[config.mk]
export PLATFORM = sky130hd
export DESIGN_NAME = sar_adc_sequencer
export DESIGN_NICKNAME = d
export VERILOG_FILES = /design/src/rtl/sarseq_pkg.sv /design/src/rtl/sarseq_prescale.sv /design/src/rtl/sar_adc_sequencer.sv
export SDC_FILE = /design/constraint.sdc
export NUM_CORES = 1
export LEC_CHECK = 0
export ABC_AREA = 0
export BUFFER_PORTS_ARGS = -buffer_cell sky130_fd_sc_hd__clkbuf_2
export CAP_MARGIN = 40
export CORE_UTILIZATION = 52
export DETAILED_ROUTE_END_ITERATION = 10
export GPL_TIMING_DRIVEN = 1
export PLACE_DENSITY = 0.85
export SLEW_MARGIN = 20
export SYNTH_ARGS = -nofsm -noshare
export SYNTH_HDL_FRONTEND = slang
export SYNTH_SLANG_ARGS = --single-unit
[constraint.sdc]
create_clock -name clk -period 4.2 [get_ports clk]
set_input_delay 0.21 -clock clk [delete_from_list [all_inputs] [get_ports clk]]
set_output_delay 0.21 -clock clk [all_outputs]
set_load 0.03 [all_outputs]
[src/rtl/sarseq_pkg.sv]
/*
  Shared constants and types for the converter sequencer: register indices,
  field layouts, reset values, phase states and timing figures.
  Assumes a 25 MHz system clock and a 16-bit APB byte address.
*/
package sarseq_pkg;

  // System clock period and the analog minimum times, in nanoseconds.
  localparam int CLK_PERIOD_NS = 40;
  localparam int SAMPLE_MIN_NS = 1000;
  localparam int SETTLE_MIN_NS = 500;
  // Least times round up to whole system clock cycles.
  localparam int SAMPLE_MIN_CYC = (SAMPLE_MIN_NS + CLK_PERIOD_NS - 1) / CLK_PERIOD_NS;
  localparam int SETTLE_MIN_CYC = (SETTLE_MIN_NS + CLK_PERIOD_NS - 1) / CLK_PERIOD_NS;

  // Conversion length in converter clock ticks, and the index of the last one.
  localparam int CONV_TICKS = 13;
  localparam logic [3:0] CONV_LAST = 4'(CONV_TICKS - 1);
  localparam int RES_W = 10;
  localparam int ADDR_W = 16;

  // Register indices; the byte address is four times the index.
  localparam logic [13:0] IDX_CTRL = 14'h0F70;
  localparam logic [13:0] IDX_HIGH = 14'h0F72;
  localparam logic [13:0] IDX_LOW = 14'h0F73;
  localparam logic [13:0] IDX_SETTLE = 14'h0F74;
  localparam logic [13:0] IDX_SAMPLE = 14'h0F75;
  localparam logic [13:0] IDX_PRESC = 14'h0F76;

  // Reset values.
  localparam logic [7:0] CTRL_RST = 8'h00;
  localparam logic [3:0] SETTLE_RST = 4'hF;
  localparam logic [5:0] SAMPLE_RST = 6'h3F;
  localparam logic [2:0] PRESC_RST = 3'h0;

  // Layout of converter_control_0.
  typedef struct packed {
    logic start;
    logic rsv6;
    logic internalRefSelect;
    logic converterEnable;
    logic rsv3;
    logic [2:0] inputChannelSelect;
  } sarseq_ctrl_type;

  // Layout of the low three bits of clock_prescale_reg.
  typedef struct packed {
    logic divideByEight;
    logic divideByFour;
    logic divideByTwo;
  } sarseq_presc_type;

  // Controls handed to the analog converter core.
  typedef struct packed {
    logic referenceBuffer;
    logic converterEnable;
    logic [2:0] inputChannelSelect;
    logic sampleOn;
    logic holdOn;
    logic convertOn;
    logic conversionClockTick;
  } sarseq_ana_type;

  // Measurement phases, one-hot.
  typedef enum logic [3:0] {
    ST_IDLE = 4'h1,
    ST_SAMPLE = 4'h2,
    ST_SETTLE = 4'h4,
    ST_CONV = 4'h8
  } sarseq_state_type;

endpackage : sarseq_pkg

[src/rtl/sarseq_prescale.sv]
/*
  Converter clock prescaler: emits a one-cycle tick every 1, 2, 4 or 8
  system clocks while run is high.
  Assumes run and divSel come from logic on the same clock.
*/
`timescale 1ns/1ns
module sarseq_prescale #(
  parameter int CNT_W = 3
) (
  input wire logic clk,
  input wire logic rstn,
  input wire logic run,
  input wire sarseq_pkg::sarseq_presc_type divSel,
  output logic tick
);

  logic [CNT_W-1:0] cnt_r;
  logic [CNT_W-1:0] lastCnt;

  // Divide-by-eight wins over four, four over two; none set means undivided.
  assign lastCnt = divSel.divideByEight ? CNT_W'(7) :
                   divSel.divideByFour ? CNT_W'(3) :
                   divSel.divideByTwo ? CNT_W'(1) : CNT_W'(0);
  assign tick = run && (cnt_r == lastCnt);

  // The count restarts with every run so the first tick is a full period away.
  always_ff @(posedge clk) begin
    if (!rstn || !run || tick) begin
      cnt_r <= '0;
    end else begin
      cnt_r <= cnt_r + CNT_W'(1);
    end
  end

endmodule : sarseq_prescale

[src/rtl/sar_adc_sequencer.sv]
/*
  Converter sequencer: APB register file, sample / settle / convert phase
  machine and result capture for an eight-input 10-bit SAR converter.
  Assumes the analog core holds convResult steady at the end of a
  conversion, and that APB comes from logic on clk.
*/
// Implementation choice: the APB interface to the registers.
// Notes on behaviour
// - Result is a 10-bit unsigned code.
// - Three-bit field picks one of eight inputs.
// - Writing start one begins; zero does nothing.
// - Start bit reads one while busy.
// - Start during conversion aborts and restarts.
// - Sampling phase lasts programmed system clocks.
// - Settling phase lasts programmed system clocks.
// - Conversion takes thirteen converter clock ticks.
// - Interrupt request on every completion.
// - Disabling never withdraws an issued request.
// - Bit five selects internal reference buffer.
// - Bit four enables the converter.
// - High register shows upper eight bits.
// - High read latches matching low bits.
// - Results hold until next completion.
// - Low bits in 7:6, rest zero.
// - Four-bit settle field, reset all ones.
// - Six-bit sample field, reset all ones.
// - Prescale divides by eight, four, two.
`timescale 1ns/1ns
module sar_adc_sequencer (
  input wire logic clk,
  input wire logic rstn,
  input wire logic psel,
  input wire logic penable,
  input wire logic pwrite,
  input wire logic [sarseq_pkg::ADDR_W-1:0] paddr,
  input wire logic [31:0] pwdata,
  output logic [31:0] prdata,
  output logic pready,
  output logic pslverr,
  input wire logic [sarseq_pkg::RES_W-1:0] convResult,
  output sarseq_pkg::sarseq_ana_type anaCtl,
  output logic convDoneIrq
);

  // Register state.
  logic refSel_r;
  logic enable_r;
  logic [2:0] chan_r;
  logic [3:0] settle_r;
  logic [5:0] sample_r;
  sarseq_pkg::sarseq_presc_type presc_r;
  logic [sarseq_pkg::RES_W-1:0] result_r;
  logic [1:0] low_r;
  logic [7:0] rdata_r;
  logic irq_r;
  logic convTick_r;

  // Phase machine state.
  sarseq_pkg::sarseq_state_type state_r;
  sarseq_pkg::sarseq_state_type state_nxt;
  logic [5:0] phase_r;
  logic [5:0] phase_nxt;
  logic [3:0] tickCnt_r;
  logic done;
  logic tick;
  logic busy;

  // Result pins, two stages deep.
  logic [sarseq_pkg::RES_W-1:0] syncA_r;
  logic [sarseq_pkg::RES_W-1:0] syncB_r;

  // APB decode.
  logic [13:0] regIdx;
  logic selCtrl;
  logic selHigh;
  logic selLow;
  logic selSettle;
  logic selSample;
  logic selPresc;
  logic hitAny;
  logic setupPh;
  logic wrAcc;
  logic rdAcc;
  logic ctrlWr;
  logic startReq;
  logic disableWr;
  logic [7:0] rdMux;
  logic [5:0] sampleLen;
  logic [5:0] settleLen;
  sarseq_pkg::sarseq_ctrl_type wrCtrl;

  // The byte address carries the register index in its upper bits.
  assign regIdx = paddr[sarseq_pkg::ADDR_W-1:2];
  assign selCtrl = regIdx == sarseq_pkg::IDX_CTRL;
  assign selHigh = regIdx == sarseq_pkg::IDX_HIGH;
  assign selLow = regIdx == sarseq_pkg::IDX_LOW;
  assign selSettle = regIdx == sarseq_pkg::IDX_SETTLE;
  assign selSample = regIdx == sarseq_pkg::IDX_SAMPLE;
  assign selPresc = regIdx == sarseq_pkg::IDX_PRESC;
  assign hitAny = selCtrl | selHigh | selLow | selSettle | selSample | selPresc;

  // Every access completes in its first access cycle; unmapped ones error.
  assign setupPh = psel & ~penable;
  assign wrAcc = psel & penable & pwrite;
  assign rdAcc = psel & penable & ~pwrite;
  assign pready = 1'b1;
  assign pslverr = psel & penable & ~hitAny;
  assign prdata = {24'h000000, rdata_r};

  // Control write decode; a start only counts with the enable bit set.
  assign wrCtrl = pwdata[7:0];
  assign ctrlWr = wrAcc & selCtrl;
  assign startReq = ctrlWr & wrCtrl.start & wrCtrl.converterEnable;
  assign disableWr = ctrlWr & ~wrCtrl.converterEnable;
  assign busy = state_r != sarseq_pkg::ST_IDLE;

  // A programmed length of zero still gives one cycle, so the phase ends.
  assign sampleLen = (sample_r == 6'h00) ? 6'h01 : sample_r;
  assign settleLen = (settle_r == 4'h0) ? 6'h01 : {2'h0, settle_r};

  // Read data is chosen in the setup cycle and registered for the access.
  assign rdMux = selCtrl ? {busy, 1'b0, refSel_r, enable_r, 1'b0, chan_r} :
                 selHigh ? result_r[9:2] :
                 selLow ? {low_r, 6'h00} :
                 selSettle ? {4'h0, settle_r} :
                 selSample ? {2'h0, sample_r} :
                 selPresc ? {5'h00, presc_r} : 8'h00;

  // Converter core controls all come straight from flip-flops.
  assign anaCtl.referenceBuffer = refSel_r;
  assign anaCtl.converterEnable = enable_r;
  assign anaCtl.inputChannelSelect = chan_r;
  assign anaCtl.sampleOn = state_r[1];
  assign anaCtl.holdOn = state_r[2];
  assign anaCtl.convertOn = state_r[3];
  assign anaCtl.conversionClockTick = convTick_r;
  assign convDoneIrq = irq_r;

  // Converter clock prescaler, running only during conversion.
  sarseq_prescale #(
    .CNT_W(3)
  ) uPresc (
    .clk(clk),
    .rstn(rstn),
    .run(state_r == sarseq_pkg::ST_CONV),
    .divSel(presc_r),
    .tick(tick)
  );

  // Phase sequencing. A new start overrides everything, which aborts a
  // running conversion; a disable drops back to idle without a result.
  always_comb begin
    state_nxt = state_r;
    phase_nxt = phase_r;
    done = 1'b0;
    case (state_r)
      sarseq_pkg::ST_IDLE: begin
        phase_nxt = 6'h00;
      end
      sarseq_pkg::ST_SAMPLE: begin
        if (phase_r <= 6'h01) begin
          state_nxt = sarseq_pkg::ST_SETTLE;
          phase_nxt = settleLen;
        end else begin
          phase_nxt = phase_r - 6'h01;
        end
      end
      sarseq_pkg::ST_SETTLE: begin
        if (phase_r <= 6'h01) begin
          state_nxt = sarseq_pkg::ST_CONV;
          phase_nxt = 6'h00;
        end else begin
          phase_nxt = phase_r - 6'h01;
        end
      end
      sarseq_pkg::ST_CONV: begin
        if (tick && tickCnt_r == sarseq_pkg::CONV_LAST) begin
          state_nxt = sarseq_pkg::ST_IDLE;
          done = 1'b1;
        end
      end
      default: begin
        state_nxt = sarseq_pkg::ST_IDLE;
        phase_nxt = 6'h00;
      end
    endcase
    if (startReq) begin
      state_nxt = sarseq_pkg::ST_SAMPLE;
      phase_nxt = sampleLen;
      done = 1'b0;
    end else if (disableWr) begin
      state_nxt = sarseq_pkg::ST_IDLE;
      done = 1'b0;
    end
  end

  // Phase state registers.
  always_ff @(posedge clk) begin
    if (!rstn) begin
      state_r <= sarseq_pkg::ST_IDLE;
      phase_r <= 6'h00;
    end else begin
      state_r <= state_nxt;
      phase_r <= phase_nxt;
    end
  end

  // Converter clock ticks seen in the current conversion.
  always_ff @(posedge clk) begin
    if (!rstn || state_r != sarseq_pkg::ST_CONV || startReq) begin
      tickCnt_r <= 4'h0;
      convTick_r <= 1'b0;
    end else begin
      tickCnt_r <= tick ? tickCnt_r + 4'h1 : tickCnt_r;
      convTick_r <= tick;
    end
  end

  // Result word from the analog core. It is static when sampled at the end
  // of a conversion, so the two stages only guard against metastability.
  always_ff @(posedge clk) begin
    syncA_r <= convResult;
    syncB_r <= syncA_r;
  end

  // Control, timing and prescale fields written by software.
  always_ff @(posedge clk) begin
    if (!rstn) begin
      {refSel_r, enable_r, chan_r} <= {sarseq_pkg::CTRL_RST[5:4], sarseq_pkg::CTRL_RST[2:0]};
      settle_r <= sarseq_pkg::SETTLE_RST;
      sample_r <= sarseq_pkg::SAMPLE_RST;
      presc_r <= sarseq_pkg::PRESC_RST;
    end else if (wrAcc) begin
      if (selCtrl) begin
        refSel_r <= wrCtrl.internalRefSelect;
        enable_r <= wrCtrl.converterEnable;
        chan_r <= wrCtrl.inputChannelSelect;
      end
      if (selSettle) begin
        settle_r <= pwdata[3:0];
      end
      if (selSample) begin
        sample_r <= pwdata[5:0];
      end
      if (selPresc) begin
        presc_r <= pwdata[2:0];
      end
    end
  end

  // Completion stores the result and pulses the request on the same edge
  // that returns the machine to idle. Disabling touches neither, so a
  // request already handed on stays with the interrupt controller.
  always_ff @(posedge clk) begin
    if (!rstn) begin
      result_r <= '0;
      irq_r <= 1'b0;
    end else begin
      irq_r <= done;
      if (done) begin
        result_r <= syncB_r;
      end
    end
  end

  // A high-byte read freezes the low bits in its setup cycle, with the byte it
  // returns, so a low read pairs with it even if a conversion ends meanwhile.
  always_ff @(posedge clk) begin
    if (!rstn) begin
      low_r <= 2'h0;
      rdata_r <= 8'h00;
    end else begin
      if (setupPh && !pwrite && selHigh) begin
        low_r <= result_r[1:0];
      end
      if (setupPh) begin
        rdata_r <= rdMux;
      end
    end
  end

  // Helper logic for the checks below: cycles spent in the current phase
  // and the lengths that were in force when each phase began.
  logic [7:0] dwell_r;
  logic [5:0] lenSample_r;
  logic [5:0] lenSettle_r;
  logic [7:0] convCycles;

  always_ff @(posedge clk) begin
    if (!rstn || startReq || state_nxt != state_r) begin
      dwell_r <= 8'h01;
    end else begin
      dwell_r <= dwell_r + 8'h01;
    end
  end

  always_ff @(posedge clk) begin
    if (!rstn) begin
      lenSample_r <= 6'h00;
      lenSettle_r <= 6'h00;
    end else begin
      if (startReq) begin
        lenSample_r <= sampleLen;
      end
      if (state_nxt == sarseq_pkg::ST_SETTLE && state_r != sarseq_pkg::ST_SETTLE) begin
        lenSettle_r <= settleLen;
      end
    end
  end

  assign convCycles = presc_r.divideByEight ? 8'h68 :
                      presc_r.divideByFour ? 8'h34 :
                      presc_r.divideByTwo ? 8'h1A : 8'h0D;
endmodule : sar_adc_sequencer

==> flow_summary_export.csv <==
group,metric,value,unit
status,outcome,"complete, no violations",
critical_path,start_kind,"register",
timing,finalSetupTns,0,ns
yosys,netlist_instances,404,
pwr,peakVddDrop,0.000268,V
clock_network,htreeDepth,3,
clock_network,cts_buffer_depth,2,
global_route,grt_overflow,0,
global_route,antenna_found_initial,0,
yosys,yosysSeqAreaShare,41.6,%
critical_path,crit_buf_inv,0,
die,dieArea,0.00746,sq mm
yosys,synthFlopType,"dfxtp_1",
global_route,grtUsageTotal,23.1,%
critical_path,crit_path_end_kind,"register",
yosys,synth_edf_count,0,
yosys,synthArstFlopShare,0,%
clock_network,cts_tree,"yes",
die,coreArea,0.00683,sq mm
placed_design,placed_cell_area,0.00385,sq mm
cells_and_area,multi_input_comb_area,0.00189,sq mm
cells_and_area,regArea,0.00154,sq mm
placed_design,place_congestion,0.869,
cells_and_area,final_cell_mix,"dfxtp_1 (77), clkbuf_2 (54), nand2_1 (52)",
timing,maxSlewHeadroom,57.1,%
cells_and_area,diodes,0,
timing,tightest_slew,0.638,ns
job,max-cap-violations,0,
die,die_x,86.4,um
global_route,grt_max_degree,51,
detailed_routing,wl,8.17,mm
clock_network,clkTransAtPathRegs,0.09,ns
critical_path,cp_top_family,"compound AO/OA/AOI/OAI gates",
yosys,syn_area,0.00370,sq mm
cells_and_area,syn2layout_area_growth,13.0,%
detailed_routing,dr_total_vias,3081,
die,die_h,86.4,um
cells_and_area,layout_commonest_cell,"dfxtp_1",
placed_design,port_buffers,54,
timing,post-route-period-util,55.6,%
critical_path,critPathLaunch,"state_r[2]",
yosys,synth-seq-cells,77,
timing,fin_skew,0.0139,ns
global_route,grt_pass1_vias,2834,
detailed_routing,dr.pass1.iters,6,
clock_network,cts_made_buffers,9,
critical_path,path_max_fanout,13,
detailed_routing,ant_nets,0,
detailed_routing,drc,0,
placed_design,dp_hpwl,5.93,mm
yosys,avgSynthCellArea,9.16,sq um
cells_and_area,drive_gt1_share,19.2,%
critical_path,crit_chain,"nor4b_4, nand4_1, a21oi_1, o21a_1, mux2i_1",
hold_path,hp-start,"pwdata[3]",
critical_path,critPathSlowestCell,"nor4b_4",
clock_network,clock_sinks,77,
critical_path,max_stage_delay,0.58,ns
global_route,grt_first_pass_wirelength,13.1,mm
timing,setup_violations,0,
yosys,synth_cell_types,62,
timing,max_freq,428,MHz
critical_path,crit_type,"register to register",
timing,period_needed,2.34,ns
critical_path,arrival,2.61,ns
die,core.rowCount,30,
timing,hold_viol,0,
cells_and_area,final_area,0.00418,sq mm
die,start_util,54.2,%
detailed_routing,via_per_inst,5.56,
hold_path,min_path_type,"input pin to register",
clock_network,clkLatencyLatePin,0.36,ns
cells_and_area,nFillCells,589,
detailed_routing,drt_iter0_markers,256,
pwr,p_leak,1.67,nW
critical_path,cp.required,4.48,ns
timing,slew_viol_final,0,
die,ios,107,
cells_and_area,fin_nets,521,
critical_path,worstReg2RegStart,"state_r[2]",
yosys,synth_warnings,0,
clock_network,cts-root-buf,"clkbuf_8",
timing,rsz0062_at_grt,"no",
pwr,p_per_area,349,mW/mm^2
detailed_routing,drt-wirelength-per-cell,14.7,um
[state kept, by name (all words and copies together) (netlist names), 3 cells and up]
name and flops:
presc_r 3, syncB_r 10, result_r 10, tickCnt_r 4, chan_r 3, rdata_r 8, settle_r 4, state_r 4
uPresc.cnt_r 3, syncA_r 10, phase_r 6, sample_r 6
[where the power goes]
group | total, W | internal (W) | switching (W)
combinational | 0.000112 | 0.0000335 | 0.0000790
clock | 0.000603 | 0.000333 | 0.000270
sequential | 0.000745 | 0.000742 | 0.00000342
[worst register-to-register path, cell delays in order, from the launching register on]
cell,delay [ns]
dfxtp_1,0.47
nor4b_4,0.58
nand4_1,0.17
a21oi_1,0.20
o21a_1,0.55
mux2i_1,0.28
[final timing paths]
check | endpoint | depth (start not counted) | slack (ns)
worst min register to register | syncB_r[4] | 0 | 0.32
worst max register to register | result_r[1] | 5 | 1.86
worst min-delay path | settle_r[3] | 3 | 0.07
worst max-delay path | result_r[1] | 5 | 1.86
[timing repair]
item	CTS	global route
hold buffers	10	0
buffers inserted	0	0
hold endpoints to repair	10	0
gates resized for setup	0	0
[cell type report]
class	count	share of cell area, %
well taps	96	2.87
flip-flops and latches	77	36.9
inverters	7	0.628
clock buffers	10	3.05
clock inverters	6	2.09
multi-input cells	293	45.2
repair buffers	65	9.33
[per-stage QoR]
stage / hold slack (ns) / util [%] / setup slack (ns) / cells / power [W]
CTS: 0.0631 / 60.9 / 1.88 / 553 / 0.00146
floorplan: 0.238 / - / 2.32 / 427 / 0.000848
finish: 0.0729 / 61.2 / 1.86 / 554 / 0.00146
global route: 0.0695 / 61.2 / 1.66 / 554 / 0.00151
global placement: 0.310 / 56.3 / 2.02 / 527 / 0.000861
detailed placement: 0.312 / 56.3 / 1.91 / 527 / 0.000863
[metal layers]
layer	routed length (um)	vias to the layer above	global-route usage [%]
li1	-	1495	-
met1	3460	1434	28.6
met2	4010	134	38.1
met3	497	18	4.19
met4	205	0	12.9
met5	0	-	0
[cells in the mapped netlist, types with 7 or more instances]
cell type	instances	area share, %
nor2_1	19	1.9
clkbuf_1	8	0.81
nand3_1	11	1.5
nand2_1	52	5.3
nor3_1	17	2.3
nor4_1	7	1.2
buf_2	9	1.2
xnor2_1	7	1.7
a21oi_1	24	3.2
dfxtp_1	77	42
buf_4	31	6.3
mux2i_1	31	8.4
inv_1	7	0.71
o21ai_0	20	2.7
[cells by family (layout without fill, tap and decap cells)]
| family | count (synthesis) | after routing | share of synthesized area (%) |
|---|---|---|---|
| AOI/OAI and AO/OA | 72 | 72 | 12.6 |
| xor gates and xnor gates | 8 | 8 | 1.89 |
| adders and majority gates | 5 | 5 | 1.69 |
| buffers and inverters | 57 | 88 | 9.63 |
| DFF | 77 | 77 | 41.6 |
| muxes | 32 | 32 | 8.69 |
| other | 2 | 25 | 0.203 |
| and+or+nand+nor | 151 | 151 | 23.6 |
Note: power is estimated with default switching activity, not from simulation.
